**src/logic/lvdic_pkg.sv**
```systemverilog
// constants shared by the low-voltage detector control logic
package lvdic_pkg;

   // register byte offsets, one aligned 32-bit word each
   localparam logic [7:0] CTRL_OFFSET = 8'h00;
   localparam logic [7:0] THRESH_OFFSET = 8'h04;
   localparam logic [7:0] IRQ_FLAG_OFFSET = 8'h08;
   localparam logic [7:0] IRQ_MASK_OFFSET = 8'h0c;

   // control register fields
   localparam int CTRL_LEVEL_BIT = 0;
   localparam int CTRL_ACTION_BIT = 1;
   localparam int CTRL_SOURCE_BIT = 2;
   localparam int CTRL_ENABLE_BIT = 7;

   // threshold field, bits 3 to 0
   localparam int THRESH_LSB = 0;
   localparam int THRESH_W = 4;

   // request flag and mask, bit 0 of their registers
   localparam int IRQ_FLAG_BIT = 0;
   localparam int IRQ_MASK_BIT = 0;

   // reset values
   localparam logic CTRL_ENABLE_RESET = 1'b0;
   localparam logic CTRL_SOURCE_RESET = 1'b0;
   localparam logic CTRL_ACTION_RESET = 1'b0;
   localparam logic [3:0] THRESH_RESET = 4'h0;
   localparam logic IRQ_FLAG_RESET = 1'b0;
   localparam logic IRQ_MASK_RESET = 1'b1;

   // axi responses
   localparam logic [1:0] RESP_OKAY = 2'h0;
   localparam logic [1:0] RESP_SLVERR = 2'h2;

   // timing: comparator stabilisation time, in clock cycles
   localparam int CLK_PERIOD_PS = 4000;
   localparam int SETTLE_TIME_US = 10;
   localparam int SETTLE_CYCLES = (SETTLE_TIME_US * 1000000 + CLK_PERIOD_PS - 1) / CLK_PERIOD_PS;

endpackage : lvdic_pkg

```
**src/logic/lvdic_det_if.sv**
```systemverilog
// carrier between the register side and the comparator front end
`timescale 1ns/1ps
`default_nettype none

interface lvdic_det_if;
   logic enable;
   logic source_sel;
   logic level;
   logic crossing;

   modport ctrl (output enable, output source_sel, input level, input crossing);
   modport det (input enable, input source_sel, output level, output crossing);
endinterface : lvdic_det_if

`default_nettype wire

```
**src/logic/lvdic_detector.sv**
```systemverilog
// comparator front end: synchronise, select source, settle, detect crossings
`timescale 1ns/1ps
`default_nettype none

module lvdic_detector #(
   parameter int SETTLE_CYCLES = lvdic_pkg::SETTLE_CYCLES
) (
   // clock and reset
   input wire logic i_clk,
   input wire logic i_reset_n,
   // comparator outputs, high while the voltage is below its threshold
   input wire logic i_supply_below,
   input wire logic i_sense_below,
   // register side
   lvdic_det_if.det det
);

   localparam int CNT_W = $clog2(SETTLE_CYCLES + 1);
   localparam logic [CNT_W-1:0] CNT_LAST = CNT_W'(SETTLE_CYCLES - 1);

   generate
      if (SETTLE_CYCLES < 1)
      begin : g_bad_settle
         $error("SETTLE_CYCLES must be at least 1");
      end
   endgenerate

   logic [1:0] meta_reg;
   logic [1:0] sync_reg;
   logic [CNT_W-1:0] cnt_reg;
   logic [CNT_W-1:0] cnt_next;
   logic settled_reg;
   logic settled_next;
   logic prev_reg;
   logic prev_next;
   logic level_reg;
   logic level_next;
   logic cross_reg;
   logic cross_next;
   logic below;

   ////////////////////////////////////////////////////////////////////////////
   // pins are asynchronous, two flops before use
   always_ff @(posedge i_clk or negedge i_reset_n)
   begin
      if (!i_reset_n)
      begin
         meta_reg <= 2'h0;
         sync_reg <= 2'h0;
      end
      else
      begin
         meta_reg <= {i_sense_below, i_supply_below};
         sync_reg <= meta_reg;
      end
   end

   // sense pin compares against the fixed reference, supply against the field
   assign below = det.source_sel ? sync_reg[1] : sync_reg[0];

   ////////////////////////////////////////////////////////////////////////////
   always_comb
   begin
      cnt_next = cnt_reg;
      settled_next = settled_reg;
      prev_next = below;
      level_next = below;
      cross_next = 1'b0;
      if (!det.enable)
      begin
         // idle detector: no events, flag held low
         cnt_next = '0;
         settled_next = 1'b0;
         level_next = 1'b0;
      end
      else if (!settled_reg)
      begin
         // no crossings are reported until the comparator has settled; the level flag already follows it
         cnt_next = cnt_reg + CNT_W'(1);
         if (cnt_reg == CNT_LAST)
         begin
            settled_next = 1'b1;
         end
      end
      else
      begin
         // either direction counts as an event
         cross_next = below != prev_reg;
      end
   end

   always_ff @(posedge i_clk or negedge i_reset_n)
   begin
      if (!i_reset_n)
      begin
         cnt_reg <= '0;
         settled_reg <= 1'b0;
         prev_reg <= 1'b0;
         level_reg <= 1'b0;
         cross_reg <= 1'b0;
      end
      else
      begin
         cnt_reg <= cnt_next;
         settled_reg <= settled_next;
         prev_reg <= prev_next;
         level_reg <= level_next;
         cross_reg <= cross_next;
      end
   end

   assign det.level = level_reg;
   assign det.crossing = cross_reg;

endmodule : lvdic_detector

`default_nettype wire

```
**src/logic/lvdic_ctrl.sv**
```systemverilog
// low-voltage detector control: axi4-lite registers, request flag, reset request
//
// Decided for this implementation: the address map and the AXI4-Lite register port.
`timescale 1ns/1ps
`default_nettype none

// Functional notes
// - control bit 2 selects supply or sense pin
// - control bit 7 enables the detector
// - threshold field in bits 3..0, supply monitoring
// - control bit 0 reads live level flag
// - control bit 1 zero selects interrupt action
// - both crossing directions raise a request
// - request sets the interrupt request flag
// - request flag at bit 0, cleared by writing 0
// - reset sets the interrupt mask to one
// - writing 00h or clearing enable halts detection
// - sense pin uses fixed reference, not field
// - reset action holds reset while below threshold
module lvdic_ctrl #(
   parameter int ADDR_W = 4,
   parameter int SETTLE_CYCLES = lvdic_pkg::SETTLE_CYCLES
) (
   // clock and reset
   input wire logic i_clk,
   input wire logic i_reset_n,
   // axi4-lite write address
   input wire logic [ADDR_W-1:0] i_s_axi_awaddr,
   input wire logic i_s_axi_awvalid,
   output logic o_s_axi_awready,
   // axi4-lite write data
   input wire logic [31:0] i_s_axi_wdata,
   input wire logic [3:0] i_s_axi_wstrb,
   input wire logic i_s_axi_wvalid,
   output logic o_s_axi_wready,
   // axi4-lite write response
   output logic [1:0] o_s_axi_bresp,
   output logic o_s_axi_bvalid,
   input wire logic i_s_axi_bready,
   // axi4-lite read address
   input wire logic [ADDR_W-1:0] i_s_axi_araddr,
   input wire logic i_s_axi_arvalid,
   output logic o_s_axi_arready,
   // axi4-lite read data
   output logic [31:0] o_s_axi_rdata,
   output logic [1:0] o_s_axi_rresp,
   output logic o_s_axi_rvalid,
   input wire logic i_s_axi_rready,
   // comparator outputs, high while below threshold
   input wire logic i_supply_below,
   input wire logic i_sense_below,
   // comparator control
   output logic o_detector_enable,
   output logic o_source_select,
   output logic [3:0] o_threshold_select,
   // interrupt and internal reset request
   output logic o_detector_irq,
   output logic o_reset_req
);

   generate
      if (ADDR_W < 4)
      begin : g_bad_addr
         $error("ADDR_W must be at least 4");
      end
   endgenerate

   typedef enum {LVDIC_WR_IDLE, LVDIC_WR_RESP} lvdic_wr_t;
   typedef enum {LVDIC_RD_IDLE, LVDIC_RD_DATA} lvdic_rd_t;

   lvdic_det_if det ();

   // register state
   logic enable_reg;
   logic enable_next;
   logic source_reg;
   logic source_next;
   logic action_reg;
   logic action_next;
   logic [3:0] thresh_reg;
   logic [3:0] thresh_next;
   logic flag_reg;
   logic flag_next;
   logic mask_reg;
   logic mask_next;
   logic irq_reg;
   logic irq_next;
   logic rst_reg;
   logic rst_next;

   // bus state
   lvdic_wr_t wr_state_reg;
   lvdic_wr_t wr_state_next;
   lvdic_rd_t rd_state_reg;
   lvdic_rd_t rd_state_next;
   logic aw_held_reg;
   logic aw_held_next;
   logic w_held_reg;
   logic w_held_next;
   logic [ADDR_W-1:0] aw_addr_reg;
   logic [ADDR_W-1:0] aw_addr_next;
   logic [31:0] w_data_reg;
   logic [31:0] w_data_next;
   logic w_lane0_reg;
   logic w_lane0_next;
   logic awready_reg;
   logic awready_next;
   logic wready_reg;
   logic wready_next;
   logic bvalid_reg;
   logic bvalid_next;
   logic [1:0] bresp_reg;
   logic [1:0] bresp_next;
   logic arready_reg;
   logic arready_next;
   logic rvalid_reg;
   logic rvalid_next;
   logic [31:0] rdata_reg;
   logic [31:0] rdata_next;
   logic [1:0] rresp_reg;
   logic [1:0] rresp_next;

   logic aw_fire;
   logic w_fire;
   logic ar_fire;
   logic do_write;

   ////////////////////////////////////////////////////////////////////////////
   // decode helpers

   function automatic logic [7:0] word_offset(input logic [ADDR_W-1:0] addr);
      logic [7:0] off;
      off = {4'h0, addr[3:2], 2'h0};
      return off;
   endfunction : word_offset

   function automatic logic is_mapped(input logic [ADDR_W-1:0] addr);
      logic upper_clear;
      upper_clear = (ADDR_W == 4) ? 1'b1 : (addr >> 4) == '0;
      return upper_clear;
   endfunction : is_mapped

   ////////////////////////////////////////////////////////////////////////////
   // comparator front end

   lvdic_detector #(
      .SETTLE_CYCLES(SETTLE_CYCLES)
   ) u_detector (
      .i_clk(i_clk),
      .i_reset_n(i_reset_n),
      .i_supply_below(i_supply_below),
      .i_sense_below(i_sense_below),
      .det(det)
   );

   assign det.enable = enable_reg;
   assign det.source_sel = source_reg;

   ////////////////////////////////////////////////////////////////////////////
   // bus channels and register file

   assign aw_fire = i_s_axi_awvalid & awready_reg;
   assign w_fire = i_s_axi_wvalid & wready_reg;
   assign ar_fire = i_s_axi_arvalid & arready_reg;
   assign do_write = aw_held_reg & w_held_reg & (wr_state_reg == LVDIC_WR_IDLE);

   always_comb
   begin
      aw_held_next = aw_held_reg;
      w_held_next = w_held_reg;
      aw_addr_next = aw_addr_reg;
      w_data_next = w_data_reg;
      w_lane0_next = w_lane0_reg;
      wr_state_next = wr_state_reg;
      bvalid_next = bvalid_reg;
      bresp_next = bresp_reg;
      rd_state_next = rd_state_reg;
      rvalid_next = rvalid_reg;
      rdata_next = rdata_reg;
      rresp_next = rresp_reg;
      enable_next = enable_reg;
      source_next = source_reg;
      action_next = action_reg;
      thresh_next = thresh_reg;
      flag_next = flag_reg;
      mask_next = mask_reg;

      // address and data are taken in either order
      if (aw_fire)
      begin
         aw_held_next = 1'b1;
         aw_addr_next = i_s_axi_awaddr;
      end
      if (w_fire)
      begin
         w_held_next = 1'b1;
         w_data_next = i_s_axi_wdata;
         w_lane0_next = i_s_axi_wstrb[0];
      end

      unique case (wr_state_reg)
         LVDIC_WR_IDLE:
         begin
            if (do_write)
            begin
               aw_held_next = 1'b0;
               w_held_next = 1'b0;
               wr_state_next = LVDIC_WR_RESP;
               bvalid_next = 1'b1;
               bresp_next = is_mapped(aw_addr_reg) ? lvdic_pkg::RESP_OKAY : lvdic_pkg::RESP_SLVERR;
            end
         end
         LVDIC_WR_RESP:
         begin
            if (i_s_axi_bready)
            begin
               wr_state_next = LVDIC_WR_IDLE;
               bvalid_next = 1'b0;
            end
         end
      endcase

      // all fields live in byte lane 0; other lanes are ignored
      if (do_write && w_lane0_reg && is_mapped(aw_addr_reg))
      begin
         unique case (word_offset(aw_addr_reg))
            lvdic_pkg::CTRL_OFFSET:
            begin
               // a 00h write clears enable and halts the detector
               enable_next = w_data_reg[lvdic_pkg::CTRL_ENABLE_BIT];
               source_next = w_data_reg[lvdic_pkg::CTRL_SOURCE_BIT];
               action_next = w_data_reg[lvdic_pkg::CTRL_ACTION_BIT];
            end
            lvdic_pkg::THRESH_OFFSET:
            begin
               thresh_next = w_data_reg[lvdic_pkg::THRESH_LSB +: lvdic_pkg::THRESH_W];
            end
            lvdic_pkg::IRQ_FLAG_OFFSET:
            begin
               // only a zero clears; a one leaves the flag alone
               if (!w_data_reg[lvdic_pkg::IRQ_FLAG_BIT])
               begin
                  flag_next = 1'b0;
               end
            end
            lvdic_pkg::IRQ_MASK_OFFSET:
            begin
               mask_next = w_data_reg[lvdic_pkg::IRQ_MASK_BIT];
            end
         endcase
      end

      unique case (rd_state_reg)
         LVDIC_RD_IDLE:
         begin
            if (ar_fire)
            begin
               rd_state_next = LVDIC_RD_DATA;
               rvalid_next = 1'b1;
               rdata_next = 32'h0;
               rresp_next = lvdic_pkg::RESP_OKAY;
               if (!is_mapped(i_s_axi_araddr))
               begin
                  rresp_next = lvdic_pkg::RESP_SLVERR;
               end
               else
               begin
                  unique case (word_offset(i_s_axi_araddr))
                     lvdic_pkg::CTRL_OFFSET:
                     begin
                        rdata_next[lvdic_pkg::CTRL_ENABLE_BIT] = enable_reg;
                        rdata_next[lvdic_pkg::CTRL_SOURCE_BIT] = source_reg;
                        rdata_next[lvdic_pkg::CTRL_ACTION_BIT] = action_reg;
                        rdata_next[lvdic_pkg::CTRL_LEVEL_BIT] = det.level;
                     end
                     lvdic_pkg::THRESH_OFFSET:
                     begin
                        rdata_next[lvdic_pkg::THRESH_LSB +: lvdic_pkg::THRESH_W] = thresh_reg;
                     end
                     lvdic_pkg::IRQ_FLAG_OFFSET:
                     begin
                        rdata_next[lvdic_pkg::IRQ_FLAG_BIT] = flag_reg;
                        flag_next = 1'b0;
                     end
                     lvdic_pkg::IRQ_MASK_OFFSET:
                     begin
                        rdata_next[lvdic_pkg::IRQ_MASK_BIT] = mask_reg;
                     end
                  endcase
               end
            end
         end
         LVDIC_RD_DATA:
         begin
            if (i_s_axi_rready)
            begin
               rd_state_next = LVDIC_RD_IDLE;
               rvalid_next = 1'b0;
            end
         end
      endcase

      // an event in the clearing cycle wins over the clear
      if (det.crossing && enable_reg && !action_reg)
      begin
         flag_next = 1'b1;
      end

      awready_next = !aw_held_next;
      wready_next = !w_held_next;
      arready_next = rd_state_next == LVDIC_RD_IDLE;

      irq_next = flag_next & ~mask_next;
      // reset action follows the level, not the crossing
      rst_next = enable_next & action_next & det.level;
   end

   ////////////////////////////////////////////////////////////////////////////
   always_ff @(posedge i_clk or negedge i_reset_n)
   begin
      if (!i_reset_n)
      begin
         enable_reg <= lvdic_pkg::CTRL_ENABLE_RESET;
         source_reg <= lvdic_pkg::CTRL_SOURCE_RESET;
         action_reg <= lvdic_pkg::CTRL_ACTION_RESET;
         thresh_reg <= lvdic_pkg::THRESH_RESET;
         flag_reg <= lvdic_pkg::IRQ_FLAG_RESET;
         mask_reg <= lvdic_pkg::IRQ_MASK_RESET;
         irq_reg <= 1'b0;
         rst_reg <= 1'b0;
         wr_state_reg <= LVDIC_WR_IDLE;
         rd_state_reg <= LVDIC_RD_IDLE;
         aw_held_reg <= 1'b0;
         w_held_reg <= 1'b0;
         aw_addr_reg <= '0;
         w_data_reg <= 32'h0;
         w_lane0_reg <= 1'b0;
         awready_reg <= 1'b0;
         wready_reg <= 1'b0;
         bvalid_reg <= 1'b0;
         bresp_reg <= 2'h0;
         arready_reg <= 1'b0;
         rvalid_reg <= 1'b0;
         rdata_reg <= 32'h0;
         rresp_reg <= 2'h0;
      end
      else
      begin
         enable_reg <= enable_next;
         source_reg <= source_next;
         action_reg <= action_next;
         thresh_reg <= thresh_next;
         flag_reg <= flag_next;
         mask_reg <= mask_next;
         irq_reg <= irq_next;
         rst_reg <= rst_next;
         wr_state_reg <= wr_state_next;
         rd_state_reg <= rd_state_next;
         aw_held_reg <= aw_held_next;
         w_held_reg <= w_held_next;
         aw_addr_reg <= aw_addr_next;
         w_data_reg <= w_data_next;
         w_lane0_reg <= w_lane0_next;
         awready_reg <= awready_next;
         wready_reg <= wready_next;
         bvalid_reg <= bvalid_next;
         bresp_reg <= bresp_next;
         arready_reg <= arready_next;
         rvalid_reg <= rvalid_next;
         rdata_reg <= rdata_next;
         rresp_reg <= rresp_next;
      end
   end

   ////////////////////////////////////////////////////////////////////////////
   // outputs, each straight from a flop
   assign o_s_axi_awready = awready_reg;
   assign o_s_axi_wready = wready_reg;
   assign o_s_axi_bvalid = bvalid_reg;
   assign o_s_axi_bresp = bresp_reg;
   assign o_s_axi_arready = arready_reg;
   assign o_s_axi_rvalid = rvalid_reg;
   assign o_s_axi_rdata = rdata_reg;
   assign o_s_axi_rresp = rresp_reg;
   assign o_detector_enable = enable_reg;
   assign o_source_select = source_reg;
   assign o_threshold_select = thresh_reg;
   assign o_detector_irq = irq_reg;
   assign o_reset_req = rst_reg;

endmodule : lvdic_ctrl

`default_nettype wire

```
**config.mk**
```make
export PLATFORM = sky130hd
export DESIGN_NAME = lvdic_ctrl
export DESIGN_NICKNAME = d
export VERILOG_FILES = /design/src/logic/lvdic_pkg.sv /design/src/logic/lvdic_det_if.sv /design/src/logic/lvdic_detector.sv /design/src/logic/lvdic_ctrl.sv
export SDC_FILE = /design/constraint.sdc
export NUM_CORES = 1
export LEC_CHECK = 0
export BUFFER_PORTS_ARGS = -buffer_cell sky130_fd_sc_hd__buf_2
export CAP_MARGIN = 20
export CELL_PAD_IN_SITES_DETAIL_PLACEMENT = 1
export CELL_PAD_IN_SITES_GLOBAL_PLACEMENT = 1
export CORE_MARGIN = 2
export CORE_UTILIZATION = 36
export DETAILED_ROUTE_END_ITERATION = 6
export MAX_ROUTING_LAYER = met4
export PLACE_DENSITY = 0.8
export SLEW_MARGIN = 30
export SYNTH_ARGS = -nofsm -noshare
export SYNTH_HDL_FRONTEND = slang
export SYNTH_SLANG_ARGS = --single-unit
export TNS_END_PERCENT = 100
```
**constraint.sdc**
```tcl
create_clock -name i_clk -period 1.7 [get_ports i_clk]
set_clock_uncertainty 0.1 [all_clocks]
set_input_delay 0.085 -clock i_clk [delete_from_list [all_inputs] [get_ports i_clk]]
set_output_delay 0.085 -clock i_clk [all_outputs]
set_load 0.005 [all_outputs]
```
Word level (Yosys, flattened, before mapping):

Cells that the tools add are included.

* bits in registers: 120
* input port bits: 53
* output and inout port bits: 49

* $add $sub $neg: 1
* equal/unequal tests: 15
* muxes and demuxes: 44
* bitwise logic cells: 9
* reductions and logical operators: 17

Operator list (number)
* $logic_not A32 Y1: 4
* $mux W32: 4
* $pmux W32 S2: 2
* $eq A32 B1 Y1 const B: 2
* $mux W1: 32
* $mux W12: 2
* $add A12 B1 Y12 const B: 1
* $eq A12 B12 Y1 const B: 1
* $ne A2 B2 Y1 const B: 5
* $reduce_and A2 Y1: 5
* $and A1 B1 Y1: 8
* $eq A2 B2 Y1 const B: 4
* $eq A2 B1 Y1 const B: 2
* $logic_not A2 Y1: 2
* $pmux W1 S2: 2
* $pmux W1 S4: 1
* $pmux W2 S2: 1
* $logic_and A1 B1 Y1: 3
* $logic_not A1 Y1: 3
* $ne A1 B1 Y1: 1
* $not A1 Y1: 1

Depth between registers and ports, before layout:

Gate-level depths: netlist of run 1.

* word-level depth: 9
* mapped depth: 5

Modules after synthesis:

From an unflattened synthesis of run 1, not the netlist that was laid out.

* cells, all modules: 282
* area, all modules: 3517.1 µm²

Modules (own cells, without submodules)
* lvdic_ctrl: instances 1, cells each 205, area each 2612.5 µm²
* lvdic_detector: instances 1, cells each 77, area each 904.6 µm²

Least setup slack after synthesis of run 1:

Ideal clock, no wire load.

* path type: reg-to-reg
* start: reg rd_state_reg[13]
* end: reg rdata_reg[0] (netlist: o_s_axi_rdata[0])
* arrival time: 1.586 ns
* path slack: -0.111 ns
* stages on the path, launching flop included: 5
* path buffers: 0
* period minus slack after synthesis: 1.811 ns
* path through: dfrtp_1 nor4_1 nand4_1 nor4_4 mux2_2

* word-level cells in the longest chain between the ends: 2

Ends and longest elaborated chain
* from (decl): line lvdic_ctrl.sv:94 `lvdic_rd_t rd_state_reg;`
* from (signal assigned): line lvdic_ctrl.sv:358 `rd_state_reg <= rd_state_next;`
* $logic_not A32 Y1: line lvdic_ctrl.sv:253 `unique case (rd_state_reg)`
* $reduce_and A2 Y1 (no line)
* to (signal assigned): line lvdic_ctrl.sv:370 `rdata_reg <= rdata_next;`
* to (decl): line lvdic_ctrl.sv:118 `logic [31:0] rdata_reg;`

Every way passes these cells.
A chain may end at the register's enable or synchronous reset.

Final worst setup path of run 1:

* start: reg rd_state_reg[13]
* end: reg rdata_reg[2] (netlist: o_s_axi_rdata[2])

Same word-level chain as after synthesis.

==> results_dict.tcl, run 1 <==
set metrics [dict create \
    p_comb_share_pct 23.4 \
    ys_seq_area_share_pct 58.9 \
    peakVddDrop_mv 0.583 \
    globalRouteOverflowTotal 0 \
    numPortBuffers 36 \
    synthCells 284 \
    internal_power_mw 3.84 \
    p_sw_share_pct 29.8 \
    drt_first_pass_iters 4 \
    r2r_start "rd_state_reg[13]" \
    numCtsBuffers 9 \
    worstHoldPathCells 3 \
    maxSlewViolCount 0 \
    ys.warnings.count 0 \
    hold_path.class "input port to flip-flop" \
    die-area_sq_um 10600 \
    finalPower_mw 5.47 \
    grtUsageTotal_pct 15.9 \
    n_fill_cell 1059 \
    drt_wl_total_microns 7590 \
    viasPerCell 4.60 \
    syn_area_sq_um 3530 \
    p_seq_share_pct 49.7 \
    multi_input_area_sq_um 1360 \
    period_share_pct 112 \
    rrSetupSlack_ns -0.21 \
    rsz0062_at_grt "yes" \
    path_clk_slew_ns 0.09 \
    largest_reg_flops 32 \
    ys_async_sr_fraction_pct 100 \
    drtIter0Drc 63 \
    grt_pass1_wl_microns 12400 \
    crit_fanout 5 \
    min_to "o_s_axi_rdata[1]" \
    hp-start "i_s_axi_araddr[3]" \
    synth.top_cell.area_share_pct 58.2 \
    die_h_microns 103 \
    cts_tree "yes" \
    yosysUniqueCellTypes 42 \
    fmax_mhz 524 \
    hpwlAfterDp_microns 4880 \
    place_ws_ns -0.444 \
    setup_ws_ns -0.208 \
    finalSetupTns_ns -1.19 \
    ys_seq_elements 83 \
    ios 102 \
    synth_ff_type "dfrtp_1" \
    gp_congestion 0.826 \
    htreeDepth 3 \
    die_width_microns 103 \
    rows 36 \
    postRouteAntennaNets 0 \
    drc 0 \
    finalSetupViolCount 7 \
    hold_viol 0 \
    min_period_ns 1.91 \
    r2r_end "o_s_axi_rdata[2]" \
    wl_per_cell_microns 15.5 \
    final-seq-area_sq_um 2080 \
    cp-start-kind "flip-flop" \
    final_nets 405 \
    cap_viol_max_count 0 \
    core-area_sq_um 9640 \
    area_delta_synth_final_pct 22.1 \
    initial_core_util_pct 36.6 \
    postSynthAreaPerCell_sq_um 12.4 \
    clockPowerShare_pct 27.0 \
    synth.top_cells.by_area "dfrtp_1 58%, and2_1 7.3%, buf_4 6.8%" \
    synth-edff-count 0 \
    cts_max_path_buffers 2 \
    grt_max_degree 57 \
    p_leak_nw 2.10 \
    cts.sink_count 83 \
    via_count 2251 \
    pwr_density_cell_nw_per_um2 1270 \
    antenna_cells 0 \
    synth_top_cell_by_area "dfrtp_1" \
    crit_required_ns 1.83 \
    crit_path_end_kind "flip-flop" \
    worstPathArrival_ns 2.04 \
    clock-root-buffer "clkbuf_8" \
    switchingPower_mw 1.63 \
    violations "setup timing" \
    antenna_found_initial 0 \
    ff2ff_path_depth 5 \
    grt_pass1_vias 2434 \
    path_class "flip-flop to flip-flop" \
    final_layout_size_suffix_gt1_share_pct 28.4 \
    clk-insertion-delay-late_ns 0.35 \
    status "complete, but fails checks" \
]
-- layer usage --
metal / vias to the layer above / routed length [microns] / global-route usage [%]
li1: 1035 / - / -
met4: 0 / 35 / 4.86
met3: 5 / 276 / 4.41
met5: - / 0 / -
met1: 1164 / 3300 / 18.4
met2: 47 / 3980 / 26.8
-- worst max-delay path: stages, from the launching register on --
cell     delay, ns
dfrtp_1       0.42
nor4_4        0.32
nand4_1       0.21
nor4_4        0.27
buf_6         0.18
mux2_4        0.30
-- synthesized netlist by cell type, types with 2 or more instances --
library cell,number
a21oi_1,2
xor2_1,4
nor3_1,3
nand3b_1,3
xnor2_1,7
nand4_1,6
mux2i_1,5
and2_1,41
clkbuf_1,6
a31oi_1,2
nor4_1,8
nor2b_1,4
nand2_1,5
o21ai_0,5
a21boi_0,5
nor2_1,6
buf_4,32
nor3b_1,3
and3_1,3
inv_1,7
nand3_1,6
dfrtp_1,82
mux2_2,20
-- repair_timing --
action	CTS	global route
hold buffers	16	0
buffers inserted	2	0
setup endpoints to repair	10	15
hold endpoints to repair	97	0
pin swaps	5	4
resized for setup	13	8
-- worst max-delay path by stage --
| stage | to | slack [ns] | cells after the start | start |
|---|---|---|---|---|
| after detailed placement | o_s_axi_rdata[1] | -0.44 | 4 | rd_state_reg[18] |
| final | o_s_axi_rdata[2] | -0.21 | 5 | rd_state_reg[13] |
| after floorplan | o_s_axi_rdata[0] | -0.11 | 4 | rd_state_reg[22] |
| after global placement | o_s_axi_rdata[1] | -0.21 | 4 | rd_state_reg[18] |
| after global routing | o_s_axi_rdata[1] | -0.29 | 5 | rd_state_reg[13] |
| after CTS | o_s_axi_rdata[1] | -0.13 | 5 | rd_state_reg[14] |
-- per-stage QoR --
stage               cell area, sq um  util [%]  hold WS [ns]  cells
floorplan                       3640         -        -0.311    314
global placement                3820      39.6       -0.0693    456
detailed placement              3820      39.6       -0.0592    456
CTS                             4270      44.2        0.0169    490
global route                    4310      44.7        0.0517    489
finish                          4310      44.7        0.0644    489
-- logic make-up after synthesis --
kind of cell    count (synthesis)  share of synthesized area (%)
xor+xnor                       11                           2.73
simple gates                   97                           17.3
buf+inv                        46                           8.51
compound gates                 19                           3.65
other cells                     1                          0.106
fa+ha+maj                       1                          0.355
mux                            26                           8.44
flops                          83                           58.9
-- placed cells by master (no fill, tap or decap), types with 2 or more instances in the layout --
cell type,Yosys,final
and2_1,41,41
buf_2,0,35
nand3b_1,3,3
nor4_4,1,3
a21oi_1,2,2
mux2_2,20,16
xnor2_1,7,7
xor2_1,4,4
nor3b_1,3,2
nand3_1,6,6
nor2b_1,4,4
dlygate4sd3_1,0,16
nor3_1,3,3
nor4_2,1,5
buf_4,32,11
mux2i_1,5,5
mux2_4,0,4
dfrtp_1,82,82
a21boi_0,5,5
conb_1,1,31
o21ai_0,5,5
nand2_1,5,5
nor4_1,8,2
and3_1,3,3
a31oi_1,2,2
inv_1,7,7
clkbuf_8,0,11
buf_6,1,2
nand4_1,6,6
nor2_1,6,5
-- power groups by stage --
stage	Sequential [mW]	Clock (mW)	Combinational [mW]
detailed placement	2.74	0	1.17
floorplan	2.66	0	0.747
global route	2.78	1.61	1.41
global placement	2.71	0	1.11
finish	2.71	1.47	1.28
CTS	2.70	1.52	1.26
-- layout make-up --
class / instances / area share (%)
Timing Repair Buffer: 65 / 10.7
Clock buffer: 11 / 3.52
Tap cell: 133 / 3.86
Multi-Input combinational cell: 185 / 31.7
Inverter: 7 / 0.610
Clock inverter: 5 / 1.39
Sequential cell: 83 / 48.3
Power figures use the tool's default switching activity.
==> run 2, diff against run 1 <==
CORE_UTILIZATION = 25   (was 36)
PLACE_DENSITY = 0.6   (was 0.8)
SYNTH_HIERARCHICAL = 1   (was not set)
==> run 2 against run 1 <==
The run still ends with setup timing left; via count is 2.1% lower; combinational power is 8% lower; die area is 42% higher; cell area is 2.8% higher; critical endpoint is now o_s_axi_rdata[3]; largest power group unchanged; sequential share of layout area is 1.3 points lower; core utilization is 13 points lower.
==> results_dict.tcl, run 2 <==
set metrics [dict create \
    final_core_util_pct 32.0 \
    ios 102 \
    p_leak_nw 2.13 \
    worstPathArrival_ns 2.02 \
    crit_path_end_kind "flip-flop" \
    finalSetupViolCount 7 \
    drt_first_pass_iters 4 \
    hpwlAfterDp_microns 4880 \
    path_class "flip-flop to flip-flop" \
    antenna_cells 0 \
    gp_congestion 0.723 \
    grt-busiest-layer "met2" \
    setup_ws_ns -0.203 \
    clock-root-buffer "clkbuf_16" \
    peakVddDrop_mv 0.484 \
    min_period_ns 1.90 \
    postSynthAreaPerCell_sq_um 12.5 \
    grtUsageMet3_pct 3.53 \
    grt_use_met2_pct 17.0 \
    core-area_sq_um 13800 \
    syn_area_sq_um 3520 \
    period_share_pct 112 \
    holdWs_ns 0.0379 \
    numPortBuffers 36 \
    synth.top_cells.by_area "dfrtp_1 58%, and2_1 6.9%, buf_4 6.8%" \
    initial_core_util_pct 25.4 \
    grt_max_degree 37 \
    hold_viol 0 \
    synth.most_common_cell "dfrtp_1" \
    final_nets 405 \
    grtUsageTotal_pct 10.8 \
    die_h_microns 123 \
    drc 0 \
    violations "setup timing" \
    numCtsBuffers 9 \
    synthTopCellsByCount "82 x dfrtp_1, 39 x and2_1, 32 x buf_4, 21 x mux2_2" \
    synth_ff_type "dfrtp_1" \
    synth-edff-count 0 \
    drt_wl_total_microns 7050 \
    drtIter0Drc 107 \
    htreeDepth 3 \
    globalRouteOverflowTotal 0 \
    wl_per_cell_microns 13.2 \
    path_clk_slew_ns 0.06 \
    synth_top_cell_by_area "dfrtp_1" \
    rows 43 \
    grt_pass1_vias 2393 \
    status "complete, but fails checks" \
    crit_fanout 6 \
    yosysUniqueCellTypes 42 \
    fmax_mhz 526 \
    ys_seq_area_share_pct 59.1 \
    grt_pass1_wl_microns 12200 \
    via_count 2204 \
    synth.top_cell.area_share_pct 58.3 \
    postRouteAntennaNets 0 \
    largest_reg_flops 32 \
    cap_viol_max_count 0 \
    clk-insertion-delay-late_ns 0.33 \
    antenna_found_initial 0 \
    final_layout_size_suffix_gt1_share_pct 28.5 \
    ys_seq_elements 83 \
    viasPerCell 4.12 \
    cts.sink_count 83 \
    cts_tree "yes" \
    layout_common_cells "82 x dfrtp_1, 39 x and2_1, 35 x buf_2" \
    use_met1_pct 13.2 \
    die_width_microns 123 \
    maxSlewViolCount 0 \
    rsz0062_at_grt "yes" \
    hold_path.class "input port to flip-flop" \
    cts_max_path_buffers 2 \
    ys.warnings.count 6 \
    area_delta_synth_final_pct 25.8 \
    pwr_density_cell_nw_per_um2 1320 \
    crit_required_ns 1.81 \
    die-area_sq_um 15000 \
    final_common_cell "dfrtp_1" \
    synthCells 282 \
    ys_async_sr_fraction_pct 100 \
    cp-start-kind "flip-flop" \
]
-- run 2: cell types whose count changed after synthesis, sizes merged, moves of 2 or more --
cell / delta
nor4: -2
xor2: -2
nand2: +3
nor2: +2
and3: -2
and4: +2
a21oi: +2
nand4: -2
clkbuf: -2
-- run 2: path summary, 6_finish.rpt --
check / start / endpoint / slack [ns] / depth (start not counted)
worst max register to register: rd_state_reg[27] / o_s_axi_rdata[3] / -0.20 / 5
max in group asynchronous: i_reset_n / rd_state_reg[15] / 0.82 / 3
worst min-delay path: i_s_axi_arvalid / o_s_axi_rvalid / 0.04 / 3
worst min register to register: u_detector/meta_reg[1] / u_detector/sync_reg[1] / 0.27 / 0
min in group asynchronous: i_reset_n / u_detector/cnt_reg[4] / 0.15 / 2
worst max-delay path: rd_state_reg[27] / o_s_axi_rdata[3] / -0.20 / 5
-- run 2: worst max-delay path, cell delays in order, from the launching register on --
cell	delay, ns
dfrtp_1	0.39
nor4_2	0.32
nand4_1	0.21
nor4_4	0.28
buf_6	0.18
mux2_4	0.30
-- run 2: kinds of logic after synthesis --
family | synth area share, %
simple gates | 17.6
buf+inv | 8.22
xor+xnor | 2.49
compound gates | 2.95
flops | 59.1
other cells | 0.107
mux | 8.79
fa+ha+maj | 0.711
-- run 2: area by class of cell --
| class | count | area (sq um) |
|---|---|---|
| Clock inverter | 1 | 30.0 |
| Tap cell | 180 | 225 |
| Sequential cell | 83 | 2080 |
| Inverter | 6 | 22.5 |
| Fill cell | 1526 | 9400 |
| Multi-Input combinational cell | 186 | 1350 |
| Timing Repair Buffer | 64 | 442 |
| Clock buffer | 15 | 278 |
-- run 2: what timing repair did --
action | CTS | global route
buffers inserted | 1 | 1
gates resized for setup | 12 | 7
hold endpoints to repair | 44 | 0
pin swaps | 5 | 8
setup endpoints to repair | 7 | 14
hold buffers | 13 | 0
-- run 2: power breakdown --
| part | internal (mW) | switching (mW) | total [mW] |
|---|---|---|---|
| logic | 0.648 | 0.534 | 1.18 |
| clock network | 1.26 | 0.725 | 1.99 |
| registers | 2.35 | 0.326 | 2.68 |
| total | 4.26 | 1.59 | 5.85 |
-- run 2: per-layer routing --
metal	share of wire [%]	routed length, microns	vias up
met5	0	0	-
met4	1.2	85	0
met2	48	3400	48
met3	4.9	347	10
met1	46	3210	1111
li1	-	-	1035
-- run 2: per-stage QoR --
stage | TNS (ns) | std cells | instance area (sq um) | total power [mW] | setup slack [ns]
after floorplan | -0.469 | 312 | 3630 | 3.31 | -0.0938
after global placement | -1.22 | 505 | 3890 | 3.77 | -0.217
after detailed placement | -1.64 | 505 | 3890 | 3.82 | -0.284
after CTS | -1.08 | 535 | 4390 | 5.93 | -0.193
after global routing | -2.13 | 535 | 4430 | 6.25 | -0.335
final | -1.16 | 535 | 4430 | 5.85 | -0.203
==> run 3, diff against run 2 <==
--- a/constraint.sdc
+++ b/constraint.sdc
@@ -4,2 +4,2 @@
 set_output_delay 0.085 -clock i_clk [all_outputs]
-set_load 0.005 [all_outputs]
+set_load 0.05 [all_outputs]
==> run 3 against run 2 <==
The flow still finishes with violations (setup timing); setup slack lost 0.0063 ns; critical path depth is the same; final cell count down 0.19%; wire length decreased by 1.8%; worst hold slack lost 0.019 ns; die area unchanged; fmax is 0.33% lower.
==> results_dict.tcl, run 3 (synthesis results as in run 2) <==
set metrics [dict create \
    status "complete, but fails checks" \
    violations "setup timing" \
    area_delta_synth_final_pct 25.6 \
    numCtsBuffers 9 \
    postRouteAntennaNets 0 \
    setup_ws_ns -0.209 \
    cp-start-kind "flip-flop" \
    wl_per_cell_microns 13.0 \
    die_h_microns 123 \
    clock-root-buffer "clkbuf_16" \
    path_class "flip-flop to flip-flop" \
    crit_required_ns 1.82 \
    ff2ff_path_depth 5 \
    rows 43 \
    cts_tree "yes" \
    crit_fanout 6 \
    crit_slowest_cell "dfrtp_1" \
    holdWs_ns 0.0189 \
    internal_power_mw 4.16 \
    rsz0062_at_grt "yes" \
    switchingPower_mw 2.31 \
    drtIter0Drc 45 \
    pwr_density_cell_nw_per_um2 1470 \
    hold_path.class "input port to async pin" \
    worstPathArrival_ns 2.03 \
    grtUsageTotal_pct 10.3 \
    maxSlewViolCount 0 \
    cts.sink_count 83 \
    htreeDepth 3 \
    dp_cells 500 \
    final_nets 405 \
    viasPerCell 4.09 \
    hpwlAfterDp_microns 4660 \
    die_width_microns 123 \
    ios 102 \
    cp.depth 5 \
    period_share_pct 112 \
    min_period_ns 1.91 \
    final_common_cell "dfrtp_1" \
    crit_path_end_kind "flip-flop" \
    cts_max_path_buffers 2 \
    via_count 2183 \
    largest_reg_flops 32 \
    grt_pass1_wl_microns 11500 \
    p_comb_share_pct 28.9 \
    finalSetupViolCount 8 \
    antenna_cells 0 \
    p_seq_share_pct 41.5 \
    core-area_sq_um 13800 \
    final_core_util_pct 31.9 \
    clockPowerShare_pct 29.5 \
    cap_viol_max_count 0 \
    fmax_mhz 524 \
    final_layout_size_suffix_gt1_share_pct 29.4 \
    cp_num_buf_inv 1 \
    drc 0 \
    critical_path.max_stage_delay_ns 0.39 \
    drt_first_pass_iters 4 \
    grt_pass1_vias 2258 \
    peakVddDrop_mv 0.500 \
    drt_wl_total_microns 6920 \
    layout_common_cells "80 x dfrtp_1, 39 x and2_1, 35 x buf_2" \
    cp_top_family "simple AND/OR/NAND/NOR gates" \
    numPortBuffers 36 \
    globalRouteOverflowTotal 0 \
    instances_no_fill 534 \
    finalSetupTns_ns -1.27 \
    hold_viol 0 \
    gp_congestion 0.684 \
    p_leak_nw 2.12 \
    path_clk_slew_ns 0.06 \
    place_ws_ns -0.301 \
    die-area_sq_um 15000 \
    cp_cell_sequence "nor4_2 -> nand4_1 -> nor4_4 -> buf_6 -> mux2_2" \
    antenna_found_initial 0 \
    grt_max_degree 43 \
    clk-insertion-delay-late_ns 0.33 \
    placed_cell_area_sq_um 3860 \
    initial_core_util_pct 25.4 \
    finalPower_mw 6.47 \
    fin_area_sq_um 4420 \
    p_sw_share_pct 35.7 \
]
==> run 3: cell types whose count changed in the layout (fill, tap and decap cells not counted), moves of 2 or more <==
cell and delta:
mux2_4 -4, dfrtp_1 -2, clkbuf_8 -2, mux2_2 +4, dfrtp_2 +2, clkbuf_1 -2
buf_4 -2
==> run 3: worst register-to-register path: stages, from the launching register on <==
cell     delay (ns)
dfrtp_1        0.39
nor4_2         0.28
nand4_1        0.22
nor4_4         0.30
buf_6          0.18
mux2_2         0.34
==> run 3: power by group through the flow <==
stage | clock network (mW) | logic (mW) | registers (mW)
after global placement | 0 | 1.76 | 2.70
final | 1.91 | 1.87 | 2.69
after floorplan | 0 | 0.817 | 3.21
after global routing | 2.08 | 2.03 | 2.75
after detailed placement | 0 | 1.78 | 2.71
after CTS | 1.98 | 1.85 | 2.69
==> run 3: final cells by class <==
class | instances | area (sq um)
Tap cell | 180 | 225
Clock inverter | 4 | 51.3
Multi-Input combinational cell | 186 | 1350
Sequential cell | 83 | 2080
Timing Repair Buffer | 64 | 448
Inverter | 6 | 22.5
Fill cell | 1526 | 9410
Clock buffer | 11 | 243
==> run 3: layer usage <==
layer / vias to the layer above / wire (microns) / track usage [%]
li1: 1031 / - / -
met1: 1101 / 3280 / 13.1
met2: 44 / 3230 / 15.3
met3: 7 / 342 / 4.18
met4: 0 / 63 / 2.66
met5: - / 0 / -
==> run 3: final timing paths <==
check / from / endpoint / slack (ns)
max in group asynchronous: i_reset_n / mask_reg / 0.96
worst max-delay path: rd_state_reg[27] / o_s_axi_rdata[3] / -0.21
worst min register to register: u_detector/meta_reg[0] / u_detector/sync_reg[0] / 0.25
min in group i_clk: i_s_axi_awvalid / aw_held_reg / 0.05
worst min-delay path: i_reset_n / u_detector/cnt_reg[3] / 0.02
worst max register to register: rd_state_reg[27] / o_s_axi_rdata[3] / -0.21
==> run 3: repair_timing <==
item	CTS	global route
hold endpoints to repair	97	0
setup buffers	2	5
hold buffers	14	0
setup endpoints to repair	9	10
gates resized for setup	11	6
pin swaps	5	3
